### src/gpio_map.svh
`ifndef GPIO_MAP_SVH
`define GPIO_MAP_SVH

// Register offsets, byte addresses on the 8-bit register port
`define OFS_PORT0        8'h00
`define OFS_PORT1        8'h01
`define OFS_PORT2        8'h02
`define OFS_PORT4        8'h03
`define OFS_DIR0         8'h04
`define OFS_DIR1         8'h05
`define OFS_DIR2         8'h06
`define OFS_DIR4         8'h07
`define OFS_PULLUP       8'h08
`define OFS_OTYPE_A      8'h09
`define OFS_OTYPE_B      8'h0A
`define OFS_CTRL2        8'h0B
`define OFS_CTRL4        8'h0C
`define OFS_EDGE         8'h0D
`define OFS_IRQ_STATUS   8'h0E
`define OFS_IRQ_MASK     8'h0F

// Reset values
`define RST_DIR          8'hFF
`define RST_ZERO         8'h00

// Port 2 has seven pins
`define PORT2_MASK       8'h7F

// Field positions
`define OTA_PORT0        0
`define OTA_PORT1        1
`define OTB_BIT5         5
`define OTB_BIT6         6
`define CTL2_SCLK        0
`define CTL2_SDO         1
`define CTL2_SDI         2
`define CTL2_TIMER       6
`define EDGE_RISE        0
`define EDGE_FALL        1
`define IRQ_EXT          0
`define IRQ_KEY          1

`endif

### src/gpio_pkg.sv
package gpio_pkg;

   // Index of each port in the internal port arrays
   typedef enum logic [1:0] {
      PORT_0,
      PORT_1,
      PORT_2,
      PORT_4
   } port_idx_e;

   // Drive of one 8-bit group of two-way pins
   typedef struct packed {
      logic [7:0] out;
      logic [7:0] oe;
   } pin_drive_s;

   // One access on the register port
   typedef struct packed {
      logic       wr;
      logic       rd;
      logic [7:0] addr;
      logic [7:0] wdata;
   } reg_req_s;

   typedef logic [7:0] byte_t;

endpackage

### src/port_pins.sv
`timescale 1ns/1ns
`include "gpio_map.svh"

module port_pins
(
   input  wire logic              clock,
   input  wire logic              sys_rst_n,
   input  wire gpio_pkg::reg_req_s req,
   output gpio_pkg::byte_t        rd_data,
   input  wire logic [7:0]        port0_in,
   input  wire logic [7:0]        port1_in,
   input  wire logic [6:0]        port2_in,
   input  wire logic [7:0]        port4_in,
   output gpio_pkg::pin_drive_s   port0_drive,
   output gpio_pkg::pin_drive_s   port1_drive,
   output gpio_pkg::pin_drive_s   port2_drive,
   output gpio_pkg::pin_drive_s   port4_drive,
   output logic [7:0]             port0_pullup,
   output logic [7:0]             port1_pullup,
   output logic [7:0]             port2_pullup,
   output logic [7:0]             port4_pullup,
   input  wire logic              serial_data_out,
   input  wire logic              serial_clock_out,
   input  wire logic              timer_out_pin,
   output logic                   serial_data_in,
   output logic                   serial_clock_pin,
   output logic                   timer_ext_clock_in,
   output logic                   irq
);

   import gpio_pkg::*;

   ////////////////////////////////////////////////////////////////////////////////
   // Register state
   logic [3:0][7:0] latch;
   logic [3:0][7:0] direction;
   logic [3:0]      pullup_option;
   logic [1:0]      output_type_sel_a;
   logic [7:0]      output_type_sel_b;
   logic [6:0]      port2_ctrl;
   logic [7:0]      port4_ctrl;
   logic [1:0]      edge_sel;
   logic [1:0]      irq_status;
   logic [1:0]      irq_mask;
   logic [3:0][7:0] pin_in;
   logic [3:0][7:0] valid;
   logic [3:0][7:0] next_val;
   logic [3:0][7:0] od_sel;
   logic [3:0][7:0] next_oe;
   logic [3:0][7:0] next_pull;
   logic [3:0][7:0] read_val;
   logic            ext_hit;
   logic            key_hit;
   logic [1:0]      events;
   logic [1:0]      clear_bits;
   logic [1:0]      next_mask;
   logic [7:0]      next_rd;

   assign pin_in[PORT_0] = port0_in;
   assign pin_in[PORT_1] = port1_in;
   assign pin_in[PORT_2] = {1'b0, port2_in};
   assign pin_in[PORT_4] = port4_in;
   assign valid[PORT_0]  = 8'hFF;
   assign valid[PORT_1]  = 8'hFF;
   assign valid[PORT_2]  = `PORT2_MASK;
   assign valid[PORT_4]  = 8'hFF;

   ////////////////////////////////////////////////////////////////////////////////
   // Register writes
   always_ff @(posedge clock)
   begin
      if (!sys_rst_n)
      begin
         latch     <= '0;
         direction <= {4{`RST_DIR}};
      end
      else if (req.wr)
      begin
         case (req.addr)
            `OFS_PORT0: latch[PORT_0]     <= req.wdata;
            `OFS_PORT1: latch[PORT_1]     <= req.wdata;
            `OFS_PORT2: latch[PORT_2]     <= req.wdata & `PORT2_MASK;
            `OFS_PORT4: latch[PORT_4]     <= req.wdata;
            `OFS_DIR0:  direction[PORT_0] <= req.wdata;
            `OFS_DIR1:  direction[PORT_1] <= req.wdata;
            `OFS_DIR2:  direction[PORT_2] <= req.wdata | ~`PORT2_MASK;
            `OFS_DIR4:  direction[PORT_4] <= req.wdata;
            default:    ;
         endcase
      end
   end

   always_ff @(posedge clock)
   begin
      if (!sys_rst_n)
      begin
         pullup_option     <= '0;
         output_type_sel_a <= '0;
         output_type_sel_b <= `RST_ZERO;
         port2_ctrl        <= '0;
         port4_ctrl        <= `RST_ZERO;
         edge_sel          <= '0;
         irq_mask          <= '0;
      end
      else if (req.wr)
      begin
         case (req.addr)
            `OFS_PULLUP:   pullup_option     <= req.wdata[3:0];
            `OFS_OTYPE_A:  output_type_sel_a <= req.wdata[1:0];
            `OFS_OTYPE_B:  output_type_sel_b <= req.wdata & 8'h60;
            `OFS_CTRL2:    port2_ctrl        <= req.wdata[6:0];
            `OFS_CTRL4:    port4_ctrl        <= req.wdata;
            `OFS_EDGE:     edge_sel          <= req.wdata[1:0];
            `OFS_IRQ_MASK: irq_mask          <= req.wdata[1:0];
            default:       ;
         endcase
      end
   end

   ////////////////////////////////////////////////////////////////////////////////
   // Pin drive, one slice per port
   // Open-drain choice per bit, spread from the per-port and per-bit settings
   assign od_sel[PORT_0] = {8{output_type_sel_a[`OTA_PORT0]}};
   assign od_sel[PORT_1] = {8{output_type_sel_a[`OTA_PORT1]}};
   assign od_sel[PORT_2] = output_type_sel_b & 8'h60;
   assign od_sel[PORT_4] = 8'h00;

   // Control mode swaps in peripheral outputs; direction still gates the drive
   always_comb
   begin
      next_val = latch;
      if (port2_ctrl[`CTL2_SCLK])
         next_val[PORT_2][`CTL2_SCLK] = serial_clock_out;
      if (port2_ctrl[`CTL2_SDO])
         next_val[PORT_2][`CTL2_SDO] = serial_data_out;
      if (port2_ctrl[`CTL2_TIMER])
         next_val[PORT_2][`CTL2_TIMER] = timer_out_pin;
   end

   generate
      for (genvar p = 0; p < 4; p++)
      begin : g_port
         // Open drain only releases the pin for a one, never drives high
         assign next_oe[p]   = valid[p] & ~direction[p] & (~od_sel[p] | ~next_val[p]);
         assign next_pull[p] = valid[p] & direction[p] & {8{pullup_option[p]}};
         assign read_val[p]  = valid[p] & ((direction[p] & pin_in[p])
                                         | (~direction[p] & latch[p]));
      end
   endgenerate

   always_ff @(posedge clock)
   begin
      if (!sys_rst_n)
      begin
         port0_drive <= '0;
         port1_drive <= '0;
         port2_drive <= '0;
         port4_drive <= '0;
      end
      else
      begin
         port0_drive <= '{out: next_val[PORT_0], oe: next_oe[PORT_0]};
         port1_drive <= '{out: next_val[PORT_1], oe: next_oe[PORT_1]};
         port2_drive <= '{out: next_val[PORT_2] & `PORT2_MASK, oe: next_oe[PORT_2]};
         port4_drive <= '{out: next_val[PORT_4], oe: next_oe[PORT_4]};
      end
   end

   always_ff @(posedge clock)
   begin
      if (!sys_rst_n)
      begin
         port0_pullup <= '0;
         port1_pullup <= '0;
         port2_pullup <= '0;
         port4_pullup <= '0;
      end
      else
      begin
         port0_pullup <= next_pull[PORT_0];
         port1_pullup <= next_pull[PORT_1];
         port2_pullup <= next_pull[PORT_2];
         port4_pullup <= next_pull[PORT_4];
      end
   end

   ////////////////////////////////////////////////////////////////////////////////
   // Peripheral inputs from port 2
   // Unselected functions read low so a peripheral never sees port traffic
   always_ff @(posedge clock)
   begin
      if (!sys_rst_n)
      begin
         serial_data_in     <= 1'b0;
         serial_clock_pin   <= 1'b0;
         timer_ext_clock_in <= 1'b0;
      end
      else
      begin
         serial_data_in     <= port2_ctrl[`CTL2_SDI] & port2_in[`CTL2_SDI];
         serial_clock_pin   <= port2_ctrl[`CTL2_SCLK] & port2_in[`CTL2_SCLK];
         timer_ext_clock_in <= port2_ctrl[`CTL2_TIMER] & port2_in[`CTL2_TIMER];
      end
   end

   ////////////////////////////////////////////////////////////////////////////////
   // Edge and key-return detection
   edge_sense #(
      .WIDTH (1)
   ) u_ext_edge (
      .clock     (clock),
      .sys_rst_n (sys_rst_n),
      .level     (port2_in[`CTL2_TIMER]),
      .enable    (port2_ctrl[`CTL2_TIMER]),
      .rise_en   (edge_sel[`EDGE_RISE]),
      .fall_en   (edge_sel[`EDGE_FALL]),
      .hit       (ext_hit)
   );

   // Keys pull low when pressed, so only falls count
   edge_sense #(
      .WIDTH (8)
   ) u_key_edge (
      .clock     (clock),
      .sys_rst_n (sys_rst_n),
      .level     (port4_in),
      .enable    (port4_ctrl),
      .rise_en   (1'b0),
      .fall_en   (1'b1),
      .hit       (key_hit)
   );

   ////////////////////////////////////////////////////////////////////////////////
   // Interrupt status, write one to clear, a new event wins over the clear
   assign events     = {key_hit, ext_hit};
   assign clear_bits = (req.wr && req.addr == `OFS_IRQ_STATUS) ? req.wdata[1:0] : 2'b00;
   // Mask taken ahead so the level never lags a mask write
   assign next_mask  = (req.wr && req.addr == `OFS_IRQ_MASK) ? req.wdata[1:0] : irq_mask;

   always_ff @(posedge clock)
   begin
      if (!sys_rst_n)
         irq_status <= '0;
      else
         irq_status <= (irq_status & ~clear_bits) | events;
   end

   always_ff @(posedge clock)
   begin
      if (!sys_rst_n)
         irq <= 1'b0;
      else
         irq <= |(((irq_status & ~clear_bits) | events) & next_mask);
   end

   ////////////////////////////////////////////////////////////////////////////////
   // Register reads, data one cycle after the strobe, zero elsewhere
   always_comb
   begin
      next_rd = 8'h00;
      case (req.addr)
         `OFS_PORT0:      next_rd = read_val[PORT_0];
         `OFS_PORT1:      next_rd = read_val[PORT_1];
         `OFS_PORT2:      next_rd = read_val[PORT_2];
         `OFS_PORT4:      next_rd = read_val[PORT_4];
         `OFS_DIR0:       next_rd = direction[PORT_0];
         `OFS_DIR1:       next_rd = direction[PORT_1];
         `OFS_DIR2:       next_rd = direction[PORT_2] & `PORT2_MASK;
         `OFS_DIR4:       next_rd = direction[PORT_4];
         `OFS_PULLUP:     next_rd = {4'h0, pullup_option};
         `OFS_OTYPE_A:    next_rd = {6'h00, output_type_sel_a};
         `OFS_OTYPE_B:    next_rd = output_type_sel_b;
         `OFS_CTRL2:      next_rd = {1'b0, port2_ctrl};
         `OFS_CTRL4:      next_rd = port4_ctrl;
         `OFS_EDGE:       next_rd = {6'h00, edge_sel};
         `OFS_IRQ_STATUS: next_rd = {6'h00, irq_status};
         `OFS_IRQ_MASK:   next_rd = {6'h00, irq_mask};
         default:         next_rd = 8'h00;
      endcase
   end

   always_ff @(posedge clock)
   begin
      if (!sys_rst_n)
         rd_data <= 8'h00;
      else if (req.rd)
         rd_data <= next_rd;
      else
         rd_data <= 8'h00;
   end
endmodule

### src/edge_sense.sv
`timescale 1ns/1ns

module edge_sense #(
   parameter int WIDTH = 8
) (
   input  wire logic             clock,
   input  wire logic             sys_rst_n,
   input  wire logic [WIDTH-1:0] level,
   input  wire logic [WIDTH-1:0] enable,
   input  wire logic             rise_en,
   input  wire logic             fall_en,
   output logic                  hit
);

   logic [WIDTH-1:0] prev;

   always_ff @(posedge clock)
   begin
      if (!sys_rst_n)
         prev <= '0;
      else
         prev <= level;
   end

   // Disabled bits never hit, so turning a pin on cannot fake an edge
   always_ff @(posedge clock)
   begin
      if (!sys_rst_n)
         hit <= 1'b0;
      else
         hit <= |(enable & (({WIDTH{rise_en}} & level & ~prev)
                          | ({WIDTH{fall_en}} & ~level & prev)));
   end

endmodule

### config.mk
export PLATFORM = sky130hd
export DESIGN_NAME = port_pins
export DESIGN_NICKNAME = d
export VERILOG_FILES = /design/src/gpio_pkg.sv /design/src/port_pins.sv /design/src/edge_sense.sv
export VERILOG_INCLUDE_DIRS = /design/src
export SDC_FILE = /design/constraint.sdc
export NUM_CORES = 1
export LEC_CHECK = 0
export BUFFER_PORTS_ARGS = -buffer_cell sky130_fd_sc_hd__buf_2
export CORE_MARGIN = 5
export CORE_UTILIZATION = 60
export CTS_BUF_LIST = sky130_fd_sc_hd__clkbuf_2
export DETAILED_ROUTE_END_ITERATION = 8
export PLACE_DENSITY = 0.86
export REMOVE_ABC_BUFFERS = 1
export SYNTH_ARGS = -nofsm -noshare
export SYNTH_HDL_FRONTEND = slang
export SYNTH_SLANG_ARGS = --single-unit
### constraint.sdc
create_clock -name clock -period 5.1 [get_ports clock]
set_input_delay 1.02 -clock clock [delete_from_list [all_inputs] [get_ports clock]]
set_output_delay 1.02 -clock clock [all_outputs]
set_load 0.02 [all_outputs]
## Word level (Yosys, flattened, before mapping)

Index checks and enable logic that the tools add are counted.

| operators by class | value |
|---|---|
| equal/unequal tests | 15 |
| multiplexer cells | 6 |
| bitwise operators | 50 |
| reduce and logical (&&, ||, !) cells | 21 |

Operators with widths:

| cell | count |
|---|---|
| 8-bit one-hot mux with 16 select lines | 1 |
| 8-bit AND | 13 |
| 8-bit by 4-bit equality test with 1-bit output, second input constant | 8 |
| 8-bit inverter | 8 |
| 8-bit OR | 6 |
| 8-bit by 3-bit equality test with 1-bit output, second input constant | 4 |
| 2-bit AND reduction | 16 |
| 7-bit by 8-bit AND with 8-bit output | 2 |
| 8-bit by 2-bit equality test with 1-bit output, second input constant | 2 |
| 7-bit inverter with 8-bit output | 2 |
| 7-bit AND | 2 |
| 1-bit AND | 8 |
| 8-bit by 1-bit equality test with 1-bit output, second input constant | 1 |
| 8-bit zero test | 1 |
| 8-bit OR reduction | 1 |
| 7-bit inverter | 1 |
| 7-bit OR | 1 |
| 2-bit AND | 2 |
| 2-bit 2-to-1 mux | 2 |
| 1-bit 2-to-1 mux | 3 |
| 1-bit logical AND | 2 |
| 1-bit inverter | 2 |
| 2-bit inverter | 1 |
| 2-bit OR | 1 |
| other kinds (2) | 2 |

| word-level totals | value |
|---|---|
| bits of input ports | 54 |
| logic and storage cells | 130 |
| flip-flop bits (word level) | 210 |

## Depth between registers and ports, before layout

| depth | value |
|---|---|
| depth in word-level cells | 8 |
| gate-level depth with buffers | 7 |
| gate-level depth less buffers | 5 |

## Hierarchy

A second synthesis with hierarchy kept.

| second synthesis, totals | value |
|---|---|
| cell total of the unflattened synthesis | 803 |
| area total of the unflattened synthesis | 7,870.0 µm² |

By module, submodules not included:

| module | area an instance (µm²) | times used | seq. area each (µm²) | cells each |
|---|---|---|---|---|
| port_pins | 7,388.3 | 1 | 3,923.8 | 752 |
| edge_sense at u_key_edge | 407.9 | 1 | 180.2 | 44 |
| edge_sense at u_ext_edge | 73.8 | 1 | 40.0 | 7 |

## Worst setup path after synthesis

No wires, ideal clock.

| timing | value |
|---|---|
| path kind | input -> register |
| start point | in req[15] (netlist name) |
| end point | reg pullup_option[3] |
| path slack | 2.543 ns |
| cell stages on the path | 7 |
| data required time | 4.972 ns |
| arrival | 2.429 ns |
| setup time | 0.128 ns |
| path through | or4_1 buf_2 nor3_2 buf_2 nand3_1 mux2i_1 nor2_1 |

| between the ends | value |
|---|---|
| longest elaborated chain between the ends | 2 |

RTL lines:

| what | line | RTL |
|---|---|---|
| start, declared | port_pins.sv:8 | `input wire gpio_pkg::reg_req_s req,` |
| 8-bit by 4-bit equality test with 1-bit output | port_pins.sv:107 | `case (req.addr)` |
| 2-bit AND reduction (no source line) | - |  |
| end signal, assigned | port_pins.sv:108 | `` `OFS_PULLUP: pullup_option <= req.wdata[3:0]; `` |
| end, declared | port_pins.sv:37 | `logic [3:0] pullup_option;` |

No other way between the ends.
A chain may end at the register's enable or synchronous reset.

## Final worst setup path

| timing | value |
|---|---|
| start point | in req[15] (netlist name) |
| end point | reg port4_ctrl[1] |

| between the ends | value |
|---|---|
| longest elaborated chain between the ends | 2 |

RTL lines:

| what | line | RTL |
|---|---|---|
| 8-bit by 4-bit equality test with 1-bit output | port_pins.sv:107 |  |
| 2-bit AND reduction (no source line) | - |  |
| end signal, assigned | port_pins.sv:101 | `` port4_ctrl <= `RST_ZERO; `` |
| end signal, assigned | port_pins.sv:112 | `` `OFS_CTRL4: port4_ctrl <= req.wdata; `` |
| end, declared | port_pins.sv:41 | `logic [7:0] port4_ctrl;` |

No other way between the ends.

==> flow_metrics.py <==
metrics = {
    "global_route": {
        "antenna_found_initial": 0,
        "grt_overflow": 0,
        "grt_first_pass_wirelength_um": 33900,
        "grt_max_degree": 106,
        "grt_usage_pct": 29.0,
        "grt_pass1_vias": 6402,
    },
    "clock_network": {
        "htreeDepth": 2,
        "clk_latency_ns": 0.78,
        "cts_root_buf": "clkbuf_2",
        "post-cts-setup-buffers": 0,
        "cts_buffer_depth": 3,
        "cts_tree": "done",
        "cts_sinks": 207,
        "post_cts_resized": 0,
        "clk_pin_slew_ns": 0.12,
        "cts_made_buffers": 50,
        "hold_buffers": 0,
    },
    "timing": {
        "worstMarginPinSlew_ns": 1.01,
        "fmax_ghz": 0.361,
        "setup_tns_ns": 0,
        "hold_ws_ns": 0.452,
        "rsz0062_at_grt": "false",
        "setup_ws_ns": 2.33,
        "setup_viol": 0,
        "period_needed_ns": 2.77,
        "fin_crit_sh_pct": 54.3,
        "hold_viol_final": 0,
        "fin_worst_skew_ns": 0.0422,
        "slew_headroom_pct": 32.5,
        "finalMaxSlewViolations": 0,
    },
    "outcome": {
        "status": "finished, final reports clean",
    },
    "finish": {
        "final_layout_size_suffix_gt1_share_pct": 25.8,
        "post-route-cell-area_mm2": 0.00892,
        "multiInputGateArea_mm2": 0.00334,
        "final.fill_count": 1027,
        "diodes": 0,
        "final_cell_mix": "dfxtp_1 (207), buf_2 (158), mux2i_1 (91)",
        "area_growth_pct": 15.5,
        "seq_area_mm2": 0.00414,
        "final_net_count": 1006,
        "final_common_cell": "dfxtp_1",
    },
    "critical_path": {
        "crit_required_ns": 5.70,
        "max_stage_delay_ns": 0.71,
        "criticalPathCategory": "in -> reg",
        "crit_path_end_kind": "flop",
        "arrival_ns": 3.37,
        "cp_slowest_cell": "or4_1",
        "start_kind": "input port",
        "crit_chain": "buf_2, or4_1, nor3_2, nand2b_1, mux2i_1, nor2_1",
        "cp_max_fo": 11,
    },
    "pwr": {
        "power.leakage_nw": 4.24,
        "p_per_area_mw_per_mm2": 306,
        "vdd_ir_drop_max_mv": 0.183,
        "totalPowerFinal_mw": 2.73,
    },
    "placement": {
        "dp.final_hpwl_um": 15100,
        "postPlaceCellArea_mm2": 0.00853,
        "gp_congestion": 0.998,
        "port-buffer-count": 158,
        "dp_slack_ns": 1.60,
    },
    "routing": {
        "detail_route.first_pass.iterations": 6,
        "ant_nets": 0,
        "vias": 6605,
        "first_iter_violations": 624,
        "wl_um": 22200,
        "routedWlPerCell_um": 19.2,
        "drc_errors": 0,
        "vias_per_cell": 5.73,
    },
    "logic_synthesis": {
        "yosysWarnings": 0,
        "seq_area_frac_synth_pct": 53.7,
        "synth_ff_type": "dfxtp_1",
        "netlist_instances": 792,
        "async_flop_share_pct": 0,
        "synthDistinctLibCells": 54,
        "ys_ff_latch": 207,
        "synth_area_mm2": 0.00772,
        "syn_avg_cell_area_um2": 9.75,
        "synth_edf_count": 0,
    },
    "die": {
        "start_util_pct": 61.2,
        "die-width_um": 123,
        "die-area_mm2": 0.0152,
        "core_mm2": 0.0126,
        "fp-row-count": 41,
        "chipHeight_um": 123,
        "io_pins": 162,
    },
    "worst_hold_path": {
        "hp-class": "in -> reg",
    },
    "job": {
        "cap_viol_max_count": 0,
    },
}
[power by group]
| group | leakage [nW] | switching, mW | internal (mW) |
|---|---|---|---|
| Combinational | 2.26 | 0.0993 | 0.0386 |
| Clock | 0.310 | 0.605 | 0.361 |
| Sequential | 1.67 | 0.00238 | 1.62 |
[metrics by stage]
step | instances | utilization, %
CTS | 1153 | 70.7
global route | 1153 | 70.7
finish | 1153 | 70.7
global placement | 1072 | 67.6
floorplan | 739 | -
detailed placement | 1072 | 67.6
[final timing paths]
kind                              start                          to  slack, ns  cells past startpoint
min                     serial_data_out   port2_drive[9]$_SDFF_PN0_       0.45                      3
max                             req[15]  port4_ctrl[1]$_SDFFE_PN0P_       2.33                      6
max reg2reg  direction[17]$_SDFFE_PN1P_       rd_data[1]$_SDFF_PN0_       3.53                      5
min reg2reg   u_ext_edge.hit$_SDFF_PN0_    irq_status[0]$_SDFF_PN0_       0.46                      2
[critical path: cells and delay by family]
family	cells	cell delay, ns
simple gates	4	1.97
mux	1	0.27
buf+inv	1	0.11
[logic make-up after synthesis]
family,after synthesis,share of synthesized area (%)
buffers and inverters,60,3.21
muxes,101,13.3
DFF,207,53.7
other,1,0.0486
and+or+nand+nor,296,19.3
AOI/OAI and AO/OA,127,10.5
[synth_stat cells, types with 2 or more instances]
cell type	instances	share of area, %
dfxtp_1	207	54
mux2i_1	91	12
nand2_1	86	4.2
nor2_1	68	3.3
and3_1	40	3.2
clkbuf_1	40	1.9
and2_1	38	3.1
a21oi_1	34	2.2
o21ai_0	29	1.9
a211oi_1	22	2.1
nand3_1	12	0.78
a31oi_1	10	0.81
mux2_2	10	1.5
nor2b_1	9	0.73
nor3_1	8	0.52
buf_2	6	0.39
nand2b_1	6	0.49
nand3b_1	6	0.58
buf_1	5	0.24
o22ai_1	5	0.41
a2111oi_0	4	0.45
a32oi_1	4	0.45
buf_4	4	0.39
inv_1	4	0.19
nor3b_1	4	0.39
a32o_1	3	0.39
nor2_2	3	0.24
a21o_1	2	0.19
a22o_1	2	0.23
a22oi_1	2	0.19
nand3_2	2	0.26
nand4_1	2	0.16
o32ai_1	2	0.23
or3_1	2	0.16
[sequential cells by signal, summed over array words and instances, names as in the netlist, 4 cells and up]
register         count
port2_pullup         7
latch               31
port4_ctrl           8
port0_drive         16
port0_pullup         8
direction           31
port4_pullup         8
rd_data              8
port2_ctrl           7
pullup_option        4
port1_pullup         8
u_key_edge.prev      8
port1_drive         16
port2_drive         14
port4_drive         16
[metal layers]
layer / GRT usage (%) / wire (um)
met4: 11.3 / 646
met1: 38.0 / 9240
met2: 45.8 / 10300
met5: 0 / 0
met3: 7.96 / 2000
[cell type report]
type	instances	share of cell area [%]
Clock buffer	70	3.93
Clock inverter	11	0.477
Timing Repair Buffer	161	9.12
Multi-Input combinational cell	527	37.4
Tap cell	172	2.41
Inverter	5	0.210
Sequential cell	207	46.5
(Power assumes the default switching activity.)
